--- config.mk ---
export PLATFORM = sky130hd
export DESIGN_NAME = ufcaf_top
export DESIGN_NICKNAME = d
export VERILOG_FILES = /design/src/ufcaf_pkg.sv /design/src/ufcaf_top.sv
export SDC_FILE = /design/constraint.sdc
export NUM_CORES = 1
export LEC_CHECK = 0
export BUFFER_PORTS_ARGS = -buffer_cell sky130_fd_sc_hd__buf_2
export CORE_ASPECT_RATIO = 1.2
export CORE_UTILIZATION = 56
export CTS_CLUSTER_DIAMETER = 120
export DETAILED_ROUTE_END_ITERATION = 7
export GPL_TIMING_DRIVEN = 0
export PLACE_DENSITY = 0.82
export SYNTH_ARGS = -nofsm -noshare
export SYNTH_HDL_FRONTEND = slang
export SYNTH_SLANG_ARGS = --single-unit
--- constraint.sdc ---
create_clock -name mclk -period 4 [get_ports mclk]
set_input_delay 0.6 -clock mclk [delete_from_list [all_inputs] [get_ports mclk]]
set_output_delay 0.6 -clock mclk [all_outputs]
set_load 0.1 [all_outputs]
--- src/ufcaf_pkg.sv ---
// constants for the frame check and address filter block
`default_nettype none
package ufcaf_pkg;
	// register indices; byte address is four times the index
	localparam logic [7:0]  SER_CTRL_IDX  = 8'h98;
	localparam logic [7:0]  PWR_CTRL_IDX  = 8'h87;
	localparam logic [7:0]  NODE_ADDR_IDX = 8'hA9;
	localparam logic [7:0]  NODE_MASK_IDX = 8'hB9;
	localparam int          REG_AW        = 12;
	localparam logic [11:0] SER_CTRL_ADDR  = {2'h0, SER_CTRL_IDX, 2'h0};
	localparam logic [11:0] PWR_CTRL_ADDR  = {2'h0, PWR_CTRL_IDX, 2'h0};
	localparam logic [11:0] NODE_ADDR_ADDR = {2'h0, NODE_ADDR_IDX, 2'h0};
	localparam logic [11:0] NODE_MASK_ADDR = {2'h0, NODE_MASK_IDX, 2'h0};
	localparam logic [11:0] IRQ_STAT_ADDR  = 12'h300;
	localparam logic [11:0] IRQ_MASK_ADDR  = 12'h304;
	localparam logic [11:0] RX_DATA_ADDR   = 12'h308;
	// serial control fields
	localparam int SC_FE_SM0 = 7;
	localparam int SC_SM1    = 6;
	localparam int SC_MPE    = 5;
	localparam int SC_REN    = 4;
	localparam int SC_TB8    = 3;
	localparam int SC_RB8    = 2;
	localparam int SC_TI     = 1;
	localparam int SC_RI     = 0;
	// power control fields
	localparam int PC_DBL    = 7;
	localparam int PC_FCE    = 6;
	// interrupt status fields
	localparam int IS_RX     = 0;
	localparam int IS_FE     = 1;
	localparam int IS_W      = 2;
	// reset values and bus responses
	localparam logic [7:0] SER_CTRL_RST  = 8'h00;
	localparam logic [7:0] NODE_ADDR_RST = 8'h00;
	localparam logic [7:0] NODE_MASK_RST = 8'h00;
	localparam logic [1:0] RESP_OKAY     = 2'h0;
	localparam logic [1:0] RESP_SLVERR   = 2'h2;
endpackage
`default_nettype wire

--- src/ufcaf_top.sv ---
// frame check and address filter with its AXI4-Lite register slave
// How it works
// - stop-bit checking runs only in modes 1 to 3 and only while framing_check_enable is set.
// - with checking on, each frame whose stop bit is low sets framing_error_flag.
// - framing_error_flag stays set until software or reset clears it; good frames leave it.
// - with checking on, receive_done_flag rises at the stop bit, not after the last data bit.
// - address filtering is active while multiproc_enable is set in modes 1 to 3.
// - with filtering, an address frame raises receive_done_flag only on a given or broadcast match.
// - in mode 1 with filtering the stop bit is the ninth bit and must be valid for a match.
// - in mode 0 multiproc_enable has no effect and nothing is filtered.
// - the given address ignores bits where node_address_mask is zero and compares the rest.
// - the broadcast address is node_address OR mask, its zero bits being don't-care.
// - reset clears node_address and node_address_mask, so any address is accepted.
// - bit 7 of serial_control_reg is framing_error_flag while framing_check_enable is set in any mode, else sm0_q, which is bit 1 of serial_mode.
// - multiproc_enable works in the 9-bit modes and optionally in mode 1.
`timescale 1ns/1ps
`default_nettype none
module ufcaf_top (
	// clock and reset
	input  wire logic        mclk,
	input  wire logic        rst_n,
	// axi4-lite write
	input  wire logic [11:0] s_axi_awaddr,
	input  wire logic        s_axi_awvalid,
	output logic             s_axi_awready,
	input  wire logic [31:0] s_axi_wdata,
	input  wire logic [3:0]  s_axi_wstrb,
	input  wire logic        s_axi_wvalid,
	output logic             s_axi_wready,
	output logic [1:0]       s_axi_bresp,
	output logic             s_axi_bvalid,
	input  wire logic        s_axi_bready,
	// axi4-lite read
	input  wire logic [11:0] s_axi_araddr,
	input  wire logic        s_axi_arvalid,
	output logic             s_axi_arready,
	output logic [31:0]      s_axi_rdata,
	output logic [1:0]       s_axi_rresp,
	output logic             s_axi_rvalid,
	input  wire logic        s_axi_rready,
	// from the receive shifter
	input  wire logic        rx_last_data,
	input  wire logic [7:0]  rx_byte,
	input  wire logic        rx_ninth_bit,
	input  wire logic        rx_stop_strobe,
	input  wire logic        rx_stop_level,
	// to the shifter and the system
	output logic [1:0]       serial_mode,
	output logic             rx_enable,
	output logic             tx_ninth_bit,
	output logic             double_baud,
	output logic             receive_done_flag,
	output logic             framing_error_flag,
	output logic             irq
);
	// write channel state
	logic        aw_hold_q, aw_hold_d, w_hold_q, w_hold_d;
	logic [11:0] awaddr_q, awaddr_d;
	logic [7:0]  wdata_q, wdata_d;
	logic        wstrb_q, wstrb_d;
	logic        awready_q, awready_d, wready_q, wready_d;
	logic        bvalid_q, bvalid_d;
	logic [1:0]  bresp_q, bresp_d;
	// read channel state
	logic        arready_q, arready_d, rvalid_q, rvalid_d;
	logic [31:0] rdata_q, rdata_d;
	logic [1:0]  rresp_q, rresp_d;
	// block registers
	logic        sm0_q, sm0_d, sm1_q, sm1_d, mpe_q, mpe_d, ren_q, ren_d;
	logic        tb8_q, tb8_d, rb8_q, rb8_d, ti_q, ti_d, ri_q, ri_d, fe_q, fe_d;
	logic        fce_q, fce_d, dbl_q, dbl_d;
	logic [7:0]  naddr_q, naddr_d, nmask_q, nmask_d, rxbuf_q, rxbuf_d;
	logic [7:0]  cap_byte_q, cap_byte_d;
	logic        cap_ninth_q, cap_ninth_d, pend_q, pend_d, irq_q, irq_d;
	logic [ufcaf_pkg::IS_W-1:0] stat_q, stat_d, imsk_q, imsk_d;
	// decoded terms
	logic        wr_fire, wr_en, async_m, mode1, check, filter, defer;
	logic        eval, addr_frame, given_hit, bcast_hit, accept, fe_event;
	logic [7:0]  ev_byte, bcast;
	logic        ev_ninth;
	logic        rd_hit;
	logic [7:0]  rd_val;

	// frame decision terms
	assign async_m  = {sm0_q, sm1_q} != 2'h0;
	assign mode1    = {sm0_q, sm1_q} == 2'h1;
	assign check    = fce_q && async_m;
	assign filter   = mpe_q && async_m;
	assign defer    = check || (filter && mode1);
	assign eval     = (rx_last_data && !defer) || (rx_stop_strobe && pend_q);
	assign ev_byte  = pend_q ? cap_byte_q : rx_byte;
	assign ev_ninth = pend_q ? cap_ninth_q : rx_ninth_bit;
	assign addr_frame = mode1 ? rx_stop_level : ev_ninth;
	assign given_hit  = ((ev_byte ^ naddr_q) & nmask_q) == 8'h00;
	assign bcast      = naddr_q | nmask_q;
	assign bcast_hit  = (bcast & ~ev_byte) == 8'h00;
	assign accept     = !filter || (addr_frame && (given_hit || bcast_hit));
	assign fe_event   = rx_stop_strobe && check && !rx_stop_level;
	assign wr_fire    = aw_hold_q && w_hold_q && !bvalid_q;
	assign wr_en      = wr_fire && wstrb_q;

	// read decode
	always_comb begin
		rd_hit = 1'b1;
		rd_val = 8'h00;
		unique case (s_axi_araddr)
			ufcaf_pkg::SER_CTRL_ADDR: begin
				rd_val = {fce_q ? fe_q : sm0_q, sm1_q, mpe_q, ren_q, tb8_q, rb8_q, ti_q, ri_q};
			end
			ufcaf_pkg::PWR_CTRL_ADDR:  rd_val = {dbl_q, fce_q, 6'h00};
			ufcaf_pkg::NODE_ADDR_ADDR: rd_val = naddr_q;
			ufcaf_pkg::NODE_MASK_ADDR: rd_val = nmask_q;
			ufcaf_pkg::IRQ_STAT_ADDR:  rd_val = {6'h00, stat_q};
			ufcaf_pkg::IRQ_MASK_ADDR:  rd_val = {6'h00, imsk_q};
			ufcaf_pkg::RX_DATA_ADDR:   rd_val = rxbuf_q;
			default:                   rd_hit = 1'b0;
		endcase
	end

	// bus channel next state
	always_comb begin
		aw_hold_d = aw_hold_q;
		awaddr_d  = awaddr_q;
		w_hold_d  = w_hold_q;
		wdata_d   = wdata_q;
		wstrb_d   = wstrb_q;
		bvalid_d  = bvalid_q;
		bresp_d   = bresp_q;
		rvalid_d  = rvalid_q;
		rdata_d   = rdata_q;
		rresp_d   = rresp_q;
		if (s_axi_awvalid && awready_q) begin
			aw_hold_d = 1'b1;
			awaddr_d  = s_axi_awaddr;
		end
		if (s_axi_wvalid && wready_q) begin
			w_hold_d = 1'b1;
			wdata_d  = s_axi_wdata[7:0];
			wstrb_d  = s_axi_wstrb[0];
		end
		if (bvalid_q && s_axi_bready) begin
			bvalid_d = 1'b0;
		end
		if (wr_fire) begin
			aw_hold_d = 1'b0;
			w_hold_d  = 1'b0;
			bvalid_d  = 1'b1;
			unique case (awaddr_q)
				ufcaf_pkg::SER_CTRL_ADDR, ufcaf_pkg::PWR_CTRL_ADDR,
				ufcaf_pkg::NODE_ADDR_ADDR, ufcaf_pkg::NODE_MASK_ADDR,
				ufcaf_pkg::IRQ_STAT_ADDR, ufcaf_pkg::IRQ_MASK_ADDR,
				ufcaf_pkg::RX_DATA_ADDR: bresp_d = ufcaf_pkg::RESP_OKAY;
				default:                 bresp_d = ufcaf_pkg::RESP_SLVERR;
			endcase
		end
		if (rvalid_q && s_axi_rready) begin
			rvalid_d = 1'b0;
		end
		if (s_axi_arvalid && arready_q) begin
			rvalid_d = 1'b1;
			rdata_d  = {24'h000000, rd_val};
			rresp_d  = rd_hit ? ufcaf_pkg::RESP_OKAY : ufcaf_pkg::RESP_SLVERR;
		end
		awready_d = !aw_hold_d && !bvalid_d;
		wready_d  = !w_hold_d && !bvalid_d;
		arready_d = !rvalid_d;
	end

	// bus channel registers
	always_ff @(posedge mclk) begin
		if (!rst_n) begin
			aw_hold_q <= 1'b0;
			awaddr_q  <= 12'h000;
			w_hold_q  <= 1'b0;
			wdata_q   <= 8'h00;
			wstrb_q   <= 1'b0;
			awready_q <= 1'b0;
			wready_q  <= 1'b0;
			bvalid_q  <= 1'b0;
			bresp_q   <= 2'h0;
			arready_q <= 1'b0;
			rvalid_q  <= 1'b0;
			rdata_q   <= 32'h00000000;
			rresp_q   <= 2'h0;
		end else begin
			aw_hold_q <= aw_hold_d;
			awaddr_q  <= awaddr_d;
			w_hold_q  <= w_hold_d;
			wdata_q   <= wdata_d;
			wstrb_q   <= wstrb_d;
			awready_q <= awready_d;
			wready_q  <= wready_d;
			bvalid_q  <= bvalid_d;
			bresp_q   <= bresp_d;
			arready_q <= arready_d;
			rvalid_q  <= rvalid_d;
			rdata_q   <= rdata_d;
			rresp_q   <= rresp_d;
		end
	end

	// block register next state: software write first, hardware set wins
	always_comb begin
		{sm0_d, sm1_d, mpe_d, ren_d, tb8_d, rb8_d, ti_d, ri_d} =
			{sm0_q, sm1_q, mpe_q, ren_q, tb8_q, rb8_q, ti_q, ri_q};
		fe_d        = fe_q;
		fce_d       = fce_q;
		dbl_d       = dbl_q;
		naddr_d     = naddr_q;
		nmask_d     = nmask_q;
		rxbuf_d     = rxbuf_q;
		stat_d      = stat_q;
		imsk_d      = imsk_q;
		cap_byte_d  = cap_byte_q;
		cap_ninth_d = cap_ninth_q;
		pend_d      = pend_q;
		if (wr_en) begin
			unique case (awaddr_q)
				ufcaf_pkg::SER_CTRL_ADDR: begin
					if (fce_q) begin
						fe_d = wdata_q[ufcaf_pkg::SC_FE_SM0];
					end else begin
						sm0_d = wdata_q[ufcaf_pkg::SC_FE_SM0];
					end
					sm1_d = wdata_q[ufcaf_pkg::SC_SM1];
					mpe_d = wdata_q[ufcaf_pkg::SC_MPE];
					ren_d = wdata_q[ufcaf_pkg::SC_REN];
					tb8_d = wdata_q[ufcaf_pkg::SC_TB8];
					rb8_d = wdata_q[ufcaf_pkg::SC_RB8];
					ti_d  = wdata_q[ufcaf_pkg::SC_TI];
					ri_d  = wdata_q[ufcaf_pkg::SC_RI];
				end
				ufcaf_pkg::PWR_CTRL_ADDR: begin
					dbl_d = wdata_q[ufcaf_pkg::PC_DBL];
					fce_d = wdata_q[ufcaf_pkg::PC_FCE];
				end
				ufcaf_pkg::NODE_ADDR_ADDR: naddr_d = wdata_q;
				ufcaf_pkg::NODE_MASK_ADDR: nmask_d = wdata_q;
				ufcaf_pkg::IRQ_STAT_ADDR:  stat_d  = stat_q & ~wdata_q[ufcaf_pkg::IS_W-1:0];
				ufcaf_pkg::IRQ_MASK_ADDR:  imsk_d  = wdata_q[ufcaf_pkg::IS_W-1:0];
				default: ;
			endcase
		end
		// capture the frame at its last data bit; wait for the stop bit when deferred
		if (rx_last_data) begin
			cap_byte_d  = rx_byte;
			cap_ninth_d = rx_ninth_bit;
			pend_d      = defer;
		end else if (rx_stop_strobe) begin
			pend_d = 1'b0;
		end
		if (eval && accept) begin
			ri_d                         = 1'b1;
			rxbuf_d                      = ev_byte;
			stat_d[ufcaf_pkg::IS_RX]     = 1'b1;
			if (!mode1 && async_m) begin
				rb8_d = ev_ninth;
			end
		end
		// in mode 1 the stop level is only known at its strobe, so load it there
		if (mode1 && rx_stop_strobe) begin
			rb8_d = rx_stop_level;
		end
		if (fe_event) begin
			fe_d                     = 1'b1;
			stat_d[ufcaf_pkg::IS_FE] = 1'b1;
		end
		irq_d = |(stat_q & imsk_q);
	end

	// block registers
	always_ff @(posedge mclk) begin
		if (!rst_n) begin
			{sm0_q, sm1_q, mpe_q, ren_q, tb8_q, rb8_q, ti_q, ri_q} <= ufcaf_pkg::SER_CTRL_RST;
			fe_q        <= 1'b0;
			fce_q       <= 1'b0;
			dbl_q       <= 1'b0;
			naddr_q     <= ufcaf_pkg::NODE_ADDR_RST;
			nmask_q     <= ufcaf_pkg::NODE_MASK_RST;
			rxbuf_q     <= 8'h00;
			stat_q      <= 2'h0;
			imsk_q      <= 2'h0;
			cap_byte_q  <= 8'h00;
			cap_ninth_q <= 1'b0;
			pend_q      <= 1'b0;
			irq_q       <= 1'b0;
		end else begin
			{sm0_q, sm1_q, mpe_q, ren_q, tb8_q, rb8_q, ti_q, ri_q} <=
				{sm0_d, sm1_d, mpe_d, ren_d, tb8_d, rb8_d, ti_d, ri_d};
			fe_q        <= fe_d;
			fce_q       <= fce_d;
			dbl_q       <= dbl_d;
			naddr_q     <= naddr_d;
			nmask_q     <= nmask_d;
			rxbuf_q     <= rxbuf_d;
			stat_q      <= stat_d;
			imsk_q      <= imsk_d;
			cap_byte_q  <= cap_byte_d;
			cap_ninth_q <= cap_ninth_d;
			pend_q      <= pend_d;
			irq_q       <= irq_d;
		end
	end

	// outputs straight from flops
	assign s_axi_awready      = awready_q;
	assign s_axi_wready       = wready_q;
	assign s_axi_bvalid       = bvalid_q;
	assign s_axi_bresp        = bresp_q;
	assign s_axi_arready      = arready_q;
	assign s_axi_rvalid       = rvalid_q;
	assign s_axi_rdata        = rdata_q;
	assign s_axi_rresp        = rresp_q;
	assign serial_mode        = {sm0_q, sm1_q};
	assign rx_enable          = ren_q;
	assign tx_ninth_bit       = tb8_q;
	assign double_baud        = dbl_q;
	assign receive_done_flag  = ri_q;
	assign framing_error_flag = fe_q;
	assign irq                = irq_q;
endmodule
`default_nettype wire
* After elaboration in Yosys (flattened, before gate mapping)
Index checks and enable logic that the tools add are counted.
** Operators by class
- Multiplexer cells :: 34
- Reduce and logical (&&, ||, !) cells :: 58
- Bitwise logic cells :: 9
- Equality and inequality tests :: 15
** Operator list (number)
- == test 12 x 10 -> 1 bit, second input constant :: 14
- one-hot mux 8 bit (7 select lines) :: 1
- 2-to-1 mux 1 bit :: 28
- logical AND 1 bit :: 21
- nonzero test 2 bit :: 9
- bitwise AND 8 bit :: 2
- zero test 8 bit :: 2
- AND reduction 2 bit :: 8
- OR reduction 7 bit :: 2
- zero test 1 bit :: 9
- 2-to-1 mux 2 bit :: 4
- 2-to-1 mux 8 bit :: 1
- inverter 8 bit :: 1
- bitwise OR 8 bit :: 1
- XOR 8 bit :: 1
- AND reduction 3 bit :: 2
- bitwise AND 2 bit :: 2
- logical OR 1 bit :: 4
- == test 2 x 1 -> 1 bit, second input constant :: 1
- inverter 2 bit :: 1
- OR reduction 2 bit :: 1
- inverter 1 bit :: 1
** Storage, ports and cells
- Input port bits :: 79
- Register bits after elaboration :: 90
- Word-level logic and storage cells :: 150

* Depth between registers and ports, before layout
Gate-level depths: netlist (run 1).
- Depth after elaboration :: 10
- Gate-level depth with buffers :: 9
- Mapped depth without buffers :: 6

* Worst setup path after synthesis (run 1)
No wires, ideal clock.
- Path type :: register to register
- Start :: register bvalid_q, in the netlist s_axi_bvalid
- End :: register rb8_q
- Arrival time :: 2.322 ns
- Setup time :: 0.132 ns
- Required time :: 3.868 ns
- Stages on the path, launching flop included :: 7
- Path slack :: 1.545 ns
- Path buffers :: 0
- Path through :: dfxtp_1 > nand3b_1 > nor4b_2 > nand3_2 > a2111oi_0 > a21boi_0 > a211oi_1
** Between the ends
- Cells in the longest elaborated chain, start to end :: 7
** RTL lines
- start: declaration :: RTL line ufcaf_top.sv:62 : logic bvalid_q, bvalid_d;
- start signal: assignment :: RTL line ufcaf_top.sv:193 : bvalid_q <= bvalid_d;
- zero test 1 bit * :: RTL line ufcaf_top.sv:99 : assign wr_fire = aw_hold_q && w_hold_q && !bvalid_q;
- logical AND 1 bit * :: RTL line ufcaf_top.sv:99
- logical AND 1 bit * :: RTL line ufcaf_top.sv:100 : assign wr_en = wr_fire && wstrb_q;
- 2-to-1 mux 1 bit * :: RTL line ufcaf_top.sv:217 : if (wr_en) begin
- 2-to-1 mux 1 bit :: RTL line ufcaf_top.sv:256 : if (!mode1 && async_m) begin
- 2-to-1 mux 1 bit * :: RTL line ufcaf_top.sv:252 : if (eval && accept) begin
- 2-to-1 mux 1 bit * :: RTL line ufcaf_top.sv:261 : if (mode1 && rx_stop_strobe) begin
- end signal: assignment :: RTL line ufcaf_top.sv:274 : {sm0_q, sm1_q, mpe_q, ren_q, tb8_q, rb8_q, ti_q, ri_q} <= ufcaf_pkg::SER_CTRL_RST;
- end signal: assignment :: RTL line ufcaf_top.sv:288 : {sm0_q, sm1_q, mpe_q, ren_q, tb8_q, rb8_q, ti_q, ri_q} <=
- end: declaration :: RTL line ufcaf_top.sv:70 : logic tb8_q, tb8_d, rb8_q, rb8_d, ti_q, ti_d, ri_q, ri_d, fe_q, fe_d;
Every way passes the cells marked *; elsewhere a longest branch is shown, timed or not.
A chain may end at the register's enable or synchronous reset.

* Worst setup path after layout (run 1)
- Start :: register pend_q
- End :: register rxbuf_q[5]
** Between the ends
- Cells in the longest elaborated chain, start to end :: 8
- Elaborated cells on any way between the ends :: 15
- Classes of those cells :: mux (3); bitwise (4); reduce/logical (8)
** RTL lines
- start: declaration :: RTL line ufcaf_top.sv:74 : logic cap_ninth_q, cap_ninth_d, pend_q, pend_d, irq_q, irq_d;
- start signal: assignment :: RTL line ufcaf_top.sv:300 : pend_q <= pend_d;
- 2-to-1 mux 8 bit :: RTL line ufcaf_top.sv:91 : assign ev_byte = pend_q ? cap_byte_q : rx_byte;
- XOR 8 bit / inverter 8 bit (equally long branches) :: RTL line ufcaf_top.sv:94, ufcaf_top.sv:96
- bitwise AND 8 bit, on equally long branches :: RTL line ufcaf_top.sv:94, ufcaf_top.sv:96
- zero test 8 bit, on equally long branches :: RTL line ufcaf_top.sv:94, ufcaf_top.sv:96
- logical OR 1 bit :: RTL line ufcaf_top.sv:97 : assign accept = !filter || (addr_frame && (given_hit || bcast_hit));
- logical AND 1 bit :: RTL line ufcaf_top.sv:97
- logical OR 1 bit :: RTL line ufcaf_top.sv:97
- logical AND 1 bit :: RTL line ufcaf_top.sv:252
- end signal: assignment :: RTL line ufcaf_top.sv:295 : rxbuf_q <= rxbuf_d;
- end: declaration :: RTL line ufcaf_top.sv:72 : logic [7:0] naddr_q, naddr_d, nmask_q, nmask_d, rxbuf_q, rxbuf_d;
Parallel ways exist; a longest one is shown, timed or not.

==> flow_summary.yaml, run 1 <==
logic_synthesis:
  yosys_warnings: 0
  synth.area.top_cells: "dfxtp_1 39%, mux2i_1 15%, nand2_1 5.9%"
  yosysSeqAreaShare_pct: 39.1
  synth_top_flop_cell: "dfxtp_1"
  ys_ff_latch: 88
  synthCells: 490
  synth-simple-area-share_pct: 23.2
  synth.largest_area_cell: "dfxtp_1"
  synth_top_family_by_area: "simple AND/OR/NAND/NOR gates"
  netlist_area_sq_um: 4500
  synth_edf_count: 0
  synth_area_per_cell_sq_um: 9.19
  synthDistinctLibCells: 56
  synth_fa_ha_area_share_pct: 0
  synthArstFlopShare_pct: 0
  synth_mux_area_share_pct: 16.2
  synth_xor_area_share_pct: 0.389
  synth_compound_area_share_pct: 13.6
  synth_top_cell_area_share_pct: 39.1
floorplan:
  die_area_sq_um: 8410
  rows: 35
  core_sq_um: 7750
  start_util_pct: 58.1
  die_h_microns: 100
  die_w_microns: 83.9
  ioPinCount: 128
routing:
  first_iter_violations: 180
  avgViaCountPerCell: 5.39
  ant_nets: 0
  drt_pass1_iterations: 6
  drt_wl_total_microns: 10000
  wire_per_inst_microns: 14.4
  vias: 3744
  drc: 14
critical_path:
  crit_family: "compound AO/OA/AOI/OAI gates"
  cp_common_cell: "mux2i_1"
  crit_type: "register to register"
  slowest_delay_ns: 0.47
  critPathArrivalTime_ns: 2.71
  rrSetupSlack_ns: 1.58
  required_ns: 4.29
  critPathMaxFanout: 10
  cp_num_buf_inv: 2
  end_kind: "register"
  crit_chain: "buf_6 -> mux2i_1 -> mux2i_1 -> a2111oi_0 -> a21bo_1 -> o21ba_2 -> buf_6 -> mux2i_1"
  startpoint_type: "register"
  cpMaxStageDelayCell: "a2111oi_0"
layout:
  fin_nets: 677
  fin_util_pct: 68.6
  multiInputGateArea_sq_um: 2500
  fillers: 644
  antennaDiodeCount: 0
  register_area_sq_um: 1760
  syn_to_final_growth_pct: 18.0
  layout.cells.most_common_list: "88 x dfxtp_1, 73 x buf_2, 71 x nand2_1"
  final_common_cell: "dfxtp_1"
  layout-drive-gt1-share_pct: 23.6
  final_cell_area_sq_um: 5320
clocking:
  ctsHoldBuffers: 0
  clockRootBuffer: "clkbuf_8"
  cts_resized: 0
  clock-sinks: 88
  path_clk_slew_ns: 0.08
  post_cts_buffers: 0
  worstSkewPairLatency_ns: 0.36
  cts_max_level: 3
  cts_tree: "yes"
  clock_path_buffers: 2
  numCtsBuffers: 9
min_path:
  timing.hold.worst.class: "register to register"
timing:
  finClkSkew_ns: 0.0106
  drv_slew: 0
  fin_crit_ns: 2.42
  hold_viol_final: 0
  setup_viol: 0
  grt_setup_unrepaired: "no"
  setup_tns_ns: 0
  max_slew_margin_pct: 52.4
  fmax_ghz: 0.413
  tightest_slew_ns: 0.714
  fin_crit_sh_pct: 60.6
global_routing:
  track_usage_pct: 25.0
  grt_max_degree: 15
  antenna_found_initial: 0
  grt_pass1_wl_microns: 16600
  grt_overflow: 0
  grt_pass1_vias: 3565
pwr:
  ir_drop_mv: 0.275
  power_density_nw_per_um2: 377
  power_leakage_nw: 2.34
run_status:
  violations: "design-rule violations"
  status: "complete, but fails checks"
place:
  port_buffers: 72
  place.gp.congestion: 0.930
  post_dp_cell_area_sq_um: 5070
  place_hpwl_microns: 7840
run:
  drv_cap: 0
synthesized netlist by cell type (3+ instances only):
master     number
nand3_1         3
a21boi_0       26
a22oi_1         5
a22o_1          6
inv_1           3
nor3_1          6
or2_2           8
buf_4          30
nor2b_1        39
nor2_1         12
dfxtp_1        88
a2111oi_0       3
and3_1          3
clkbuf_1       18
nand2_1        71
o21a_1          5
a221o_1         7
nand4_1         3
o21ai_0        11
mux2i_1        67
mux2_2          4
and2_1          6
nand2b_1       19
a21oi_1         5
power breakdown:
group,total [W],internal (W),switching (W)
registers,0.000930,0.000906,0.0000247
clock network,0.000745,0.000428,0.000316
logic,0.000329,0.0000956,0.000234
final cells by class:
| cell class | instances | area share [%] |
|---|---|---|
| multi-input cells | 373 | 47.1 |
| well taps | 92 | 2.17 |
| inverters | 3 | 0.212 |
| clock inverters | 5 | 1.98 |
| repair buffers | 72 | 6.78 |
| flip-flops and latches | 88 | 33.1 |
| clock buffers | 10 | 2.59 |
| plain buffers | 51 | 6.02 |
registers in the layout, indices dropped and copies added, names as in the netlist, 2 cells and up:
register,count
awaddr_q,12
cap_byte_q,8
imsk_q,2
naddr_q,8
nmask_q,8
rxbuf_q,8
s_axi_rdata,8
stat_q,2
wdata_q,8
path summary, 6_finish.rpt:
kind / from / end / cells past startpoint
max reg2reg: pend_q / rxbuf_q[5] / 8
min: w_hold_q / s_axi_wready / 1
max: pend_q / rxbuf_q[5] / 8
min reg2reg: w_hold_q / s_axi_wready / 1
kinds of logic (layout without fill, tap and decap cells):
| group | Yosys count | count (layout) |
|---|---|---|
| DFF | 88 | 88 |
| xor gates and xnor gates | 2 | 2 |
| other | 1 | 26 |
| AOI/OAI and AO/OA | 81 | 81 |
| and+or+nand+nor | 192 | 192 |
| buffers and inverters | 54 | 141 |
| muxes | 72 | 72 |
worst register-to-register path, stage by stage (launching register included):
cell       delay, ns
dfxtp_1         0.36
buf_6           0.18
mux2i_1         0.45
mux2i_1         0.13
a2111oi_0       0.47
a21bo_1         0.22
o21ba_2         0.16
buf_6           0.16
mux2i_1         0.21
per-layer routing:
layer | routed length [microns] | track usage, % | vias to the layer above
met5 | 0 | 0 | -
met1 | 4350 | 29.5 | 1721
met4 | 270 | 10.9 | 0
li1 | - | - | 1873
met3 | 479 | 6.00 | 25
met2 | 4920 | 43.6 | 125
metrics by stage:
step                      hold WS, ns  power [W]  std cells  worst slack, ns
after floorplan                 0.422    0.00121        515             1.55
after global placement          0.443    0.00127        679             1.51
after detailed placement        0.450    0.00128        679             1.48
after CTS                       0.462    0.00201        694             1.60
after global routing            0.475    0.00207        694             1.41
final                           0.459    0.00200        694             1.58
No activity file was read; power rests on OpenSTA's default activity.
==> run 2: changes to the inputs <==
CORE_UTILIZATION = 52   (was 56)
PLACE_DENSITY = 0.77   (was 0.82)
clock period = 2.4 ns   (was 4 ns; I/O delays follow)
==> flow_summary.yaml, run 2 (synthesized netlist as in run 1, its figures left out) <==
run_status:
  status: "completed"
global_routing:
  grt_pass1_wl_microns: 17100
  grt_max_degree: 17
  antenna_found_initial: 0
  grt_overflow: 0
  grt_pass1_vias: 3569
  track_usage_pct: 24.1
clocking:
  clock_path_buffers: 2
  clockRootBuffer: "clkbuf_8"
  worstSkewPairLatency_ns: 0.37
  clock-sinks: 88
  cts_tree: "yes"
  path_clk_slew_ns: 0.09
  numCtsBuffers: 9
  cts_max_level: 3
critical_path:
  required_ns: 2.69
  cpMaxStageDelayCell: "a2111oi_2"
  crit_chain: "buf_6 -> mux2i_2 -> xnor2_1 -> a2111oi_2 -> a21bo_1 -> o21ba_2 -> buf_6 -> mux2i_1"
  crit_type: "register to register"
  critPathMaxFanout: 10
  cp_num_buf_inv: 2
  crit_family: "compound AO/OA/AOI/OAI gates"
  startpoint_type: "register"
  end_kind: "register"
  cp_common_cell: "buf_6"
  slowest_delay_ns: 0.42
  critPathArrivalTime_ns: 2.62
timing:
  max_slew_margin_pct: 50.9
  tightest_slew_ns: 0.737
  whs_ns: 0.236
  setup_viol: 0
  fmax_ghz: 0.429
  drv_slew: 0
  finClkSkew_ns: 0.0123
  fin_crit_sh_pct: 97.1
  fin_crit_ns: 2.33
  hold_viol_final: 0
run:
  drv_cap: 0
floorplan:
  rows: 36
  die_area_sq_um: 9040
  core_sq_um: 8240
  ioPinCount: 128
  start_util_pct: 54.6
  die_h_microns: 104
  die_w_microns: 87.0
layout:
  fin_cells: 718
  layout.cells.most_common_list: "87 x dfxtp_1, 73 x buf_2, 71 x nand2_1"
  fin_nets: 678
  antennaDiodeCount: 0
  final_common_cell: "dfxtp_1"
  largest_reg_flops: 12
  syn_to_final_growth_pct: 20.1
  max_flop_register: "awaddr_q"
  layout-drive-gt1-share_pct: 25.2
routing:
  vias: 3706
  wire_per_inst_microns: 14.4
  drc: 0
  drt_wl_total_microns: 10300
  avgViaCountPerCell: 5.16
  drt_pass1_iterations: 4
  first_iter_violations: 172
  ant_nets: 0
pwr:
  ir_drop_mv: 0.505
  power_leakage_nw: 2.35
  power_density_nw_per_um2: 606
place:
  dp.cells: 701
  place_hpwl_microns: 7970
  place.gp.congestion: 0.857
  port_buffers: 72
min_path:
  timing.hold.worst.class: "input pin to register"
[run 2: power by group]
group	internal [W]	total [W]	leakage, nW	switching (W)
Combinational	0.000166	0.000562	1.53	0.000395
Clock	0.000597	0.00116	0.108	0.000563
Sequential	0.00151	0.00155	0.717	0.0000432
Total	0.00227	0.00327	2.35	0.00100
[run 2: layout make-up]
cell class                 count  area, sq um
sequential                    88         1760
inverter                       3         11.3
timing repair buffer          73          368
multi-input combinational    373         2570
buffer                        51          322
tap                          114          143
fill                         761         2840
clock buffer                   9          124
clock inverter                 7          104
[run 2: path summary, 6_finish.rpt]
kind | slack (ns) | end | from | depth (start not counted)
max | 0.07 | rxbuf_q[2] | pend_q | 8
min | 0.24 | awaddr_q[1] | s_axi_awaddr[1] | 3
max reg2reg | 0.07 | rxbuf_q[2] | pend_q | 8
min reg2reg | 0.45 | s_axi_awready | aw_hold_q | 1
[run 2: worst min-delay path: cells and delay by family]
kind / cells / cell delay, ns
compound gates: 1 / 0.06
buf+inv: 1 / 0.09
simple gates: 1 / 0.04
[run 2: stage by stage]
step                      worst slack, ns  TNS [ns]  utilization, %  cell area (sq um)  power (W)
after floorplan                     0.179         0               -               4600    0.00202
after global placement            -0.0364    -0.266            61.9               5100    0.00212
after detailed placement          -0.0496    -0.247            61.9               5100    0.00213
after CTS                          0.0145         0            64.8               5340    0.00328
after global routing              -0.0668    -0.371            65.6               5410    0.00340
final                              0.0684         0            65.6               5410    0.00327
[run 2: layer usage]
layer | up-vias | track usage (%) | share of wire (%)
met4 | 0 | 9.17 | 2.3
met3 | 22 | 4.84 | 5.2
li1 | 1887 | - | -
met5 | - | 0 | 0
met2 | 127 | 40.9 | 49
met1 | 1670 | 29.5 | 43
[run 2: what timing repair did]
item                                    4_1_cts  5_1_grt
pin swaps                                     0        1
gates resized for setup                       3       11
endpoints found under the setup margin        8       12
buffers inserted                              0        1
hold buffers                                  0        0
==> run 3: changes to the inputs <==
CORE_UTILIZATION = 45   (was 52)
PLACE_DENSITY = 0.68   (was 0.77)
SETUP_SLACK_MARGIN = 0.3   (was unset)
==> flow_summary.yaml, run 3 (synthesized netlist as in run 1, its figures left out) <==
run_status:
  status: "completed"
critical_path:
  startpoint_type: "register"
  end_kind: "register"
  critPathArrivalTime_ns: 2.31
  cpMaxStageDelayCell: "a2111oi_1"
  critPathMaxFanout: 9
  required_ns: 2.62
  crit_family: "simple AND/OR/NAND/NOR gates"
  crit_chain: "nand3b_1 -> nor4b_4 -> nand3_4 -> a2111oi_1 -> a21boi_0 -> a211oi_1"
  slowest_delay_ns: 0.42
  crit_type: "register to register"
  cp_num_buf_inv: 0
layout:
  syn_to_final_growth_pct: 25.0
  final_common_cell: "dfxtp_1"
  final_cell_area_sq_um: 5630
  layout.cells.most_common_list: "86 x dfxtp_1, 74 x buf_2, 71 x nand2_1"
  fin_nets: 686
  largest_reg_flops: 12
  antennaDiodeCount: 0
  fillers: 881
  layout-drive-gt1-share_pct: 27.0
  max_flop_register: "awaddr_q"
place:
  place.gp.congestion: 0.860
  post_dp_cell_area_sq_um: 5120
  port_buffers: 72
  place_hpwl_microns: 8190
timing:
  fin_crit_ns: 2.09
  grt_setup_unrepaired: "yes"
  tightest_slew_ns: 0.780
  finClkSkew_ns: 0.00992
  setup_viol: 0
  fmax_ghz: 0.478
  setup_tns_ns: 0
  drv_slew: 0
  fin_crit_sh_pct: 87.1
  hold_viol_final: 0
  max_slew_margin_pct: 48.0
floorplan:
  ioPinCount: 128
  die_w_microns: 93.3
  start_util_pct: 46.9
  rows: 39
  die_area_sq_um: 10400
  die_h_microns: 112
  core_sq_um: 9610
routing:
  wire_per_inst_microns: 14.7
  vias: 3800
  drt_wl_total_microns: 10800
  ant_nets: 0
  avgViaCountPerCell: 5.17
  first_iter_violations: 152
  drt_pass1_iterations: 4
  drc: 0
global_routing:
  grt_pass1_vias: 3638
  antenna_found_initial: 0
  grt_pass1_wl_microns: 17400
  grt_max_degree: 18
  grt_overflow: 0
  track_usage_pct: 21.4
clocking:
  cts_tree: "yes"
  clock-sinks: 88
  ctsHoldBuffers: 0
  cts_max_level: 3
  clockRootBuffer: "clkbuf_16"
  clock_path_buffers: 2
  path_clk_slew_ns: 0.07
  numCtsBuffers: 9
  worstSkewPairLatency_ns: 0.35
run:
  drv_cap: 0
pwr:
  power_density_nw_per_um2: 621
  power_leakage_nw: 2.44
  ir_drop_mv: 0.372
min_path:
  timing.hold.worst.class: "input pin to register"
-- run 3: per-layer routing --
layer / global-route usage, % / share of wire [%] / wire (microns)
met5: 0 / 0 / 0
met4: 7.38 / 2.4 / 256
met2: 38.1 / 50 / 5420
met3: 4.23 / 4.6 / 493
met1: 25.3 / 43 / 4640
-- run 3: through the flow --
| stage | setup WS (ns) | power (W) | util, % | hold WS [ns] | std cells |
|---|---|---|---|---|---|
| 2_1_floorplan | 0.301 | 0.00202 | - | 0.422 | 515 |
| 3_3_place_gp | 0.0571 | 0.00213 | 53.3 | 0.442 | 710 |
| 3_5_place_dp | 0.00146 | 0.00214 | 53.3 | 0.454 | 710 |
| 4_1_cts | 0.310 | 0.00351 | 57.9 | 0.258 | 733 |
| 5_1_grt | 0.167 | 0.00364 | 58.6 | 0.267 | 735 |
| 6_report | 0.309 | 0.00350 | 58.6 | 0.258 | 735 |
-- run 3: final timing paths --
check,start,endpoint,slack (ns),cells past startpoint
worst max register to register,s_axi_bvalid,rb8_q,0.31,6
worst max-delay path,s_axi_bvalid,rb8_q,0.31,6
worst min-delay path,s_axi_awaddr[1],awaddr_q[1],0.26,3
worst min register to register,rxbuf_q[3],rxbuf_q[3],0.46,2
-- run 3: what timing repair did --
item | in CTS | in global routing
pin swaps | 3 | 2
gates cloned | 0 | 1
setup endpoints to repair | 27 | 21
gates resized for setup | 20 | 9
buffers inserted | 7 | 1
-- run 3: final cells by class --
class / instances / area, sq um / share of cell area (%)
plain buffers: 51 / 334 / 5.93
clock buffers: 9 / 225 / 4.00
clock inverters: 7 / 61.3 / 1.09
inverters: 3 / 11.3 / 0.200
multi-input cells: 373 / 2630 / 46.7
flip-flops and latches: 88 / 1770 / 31.4
well taps: 123 / 154 / 2.73
repair buffers: 81 / 449 / 7.98
-- run 3: power breakdown --
group          switching (W)  total [W]  internal (W)
clock               0.000632    0.00136      0.000725
combinational       0.000403   0.000588      0.000185
sequential         0.0000443    0.00155       0.00151
-- run 3: worst min-delay path, cell delays in order --
cell      delay [ns]
buf_2           0.09
nand2_1         0.04
a21boi_0        0.06
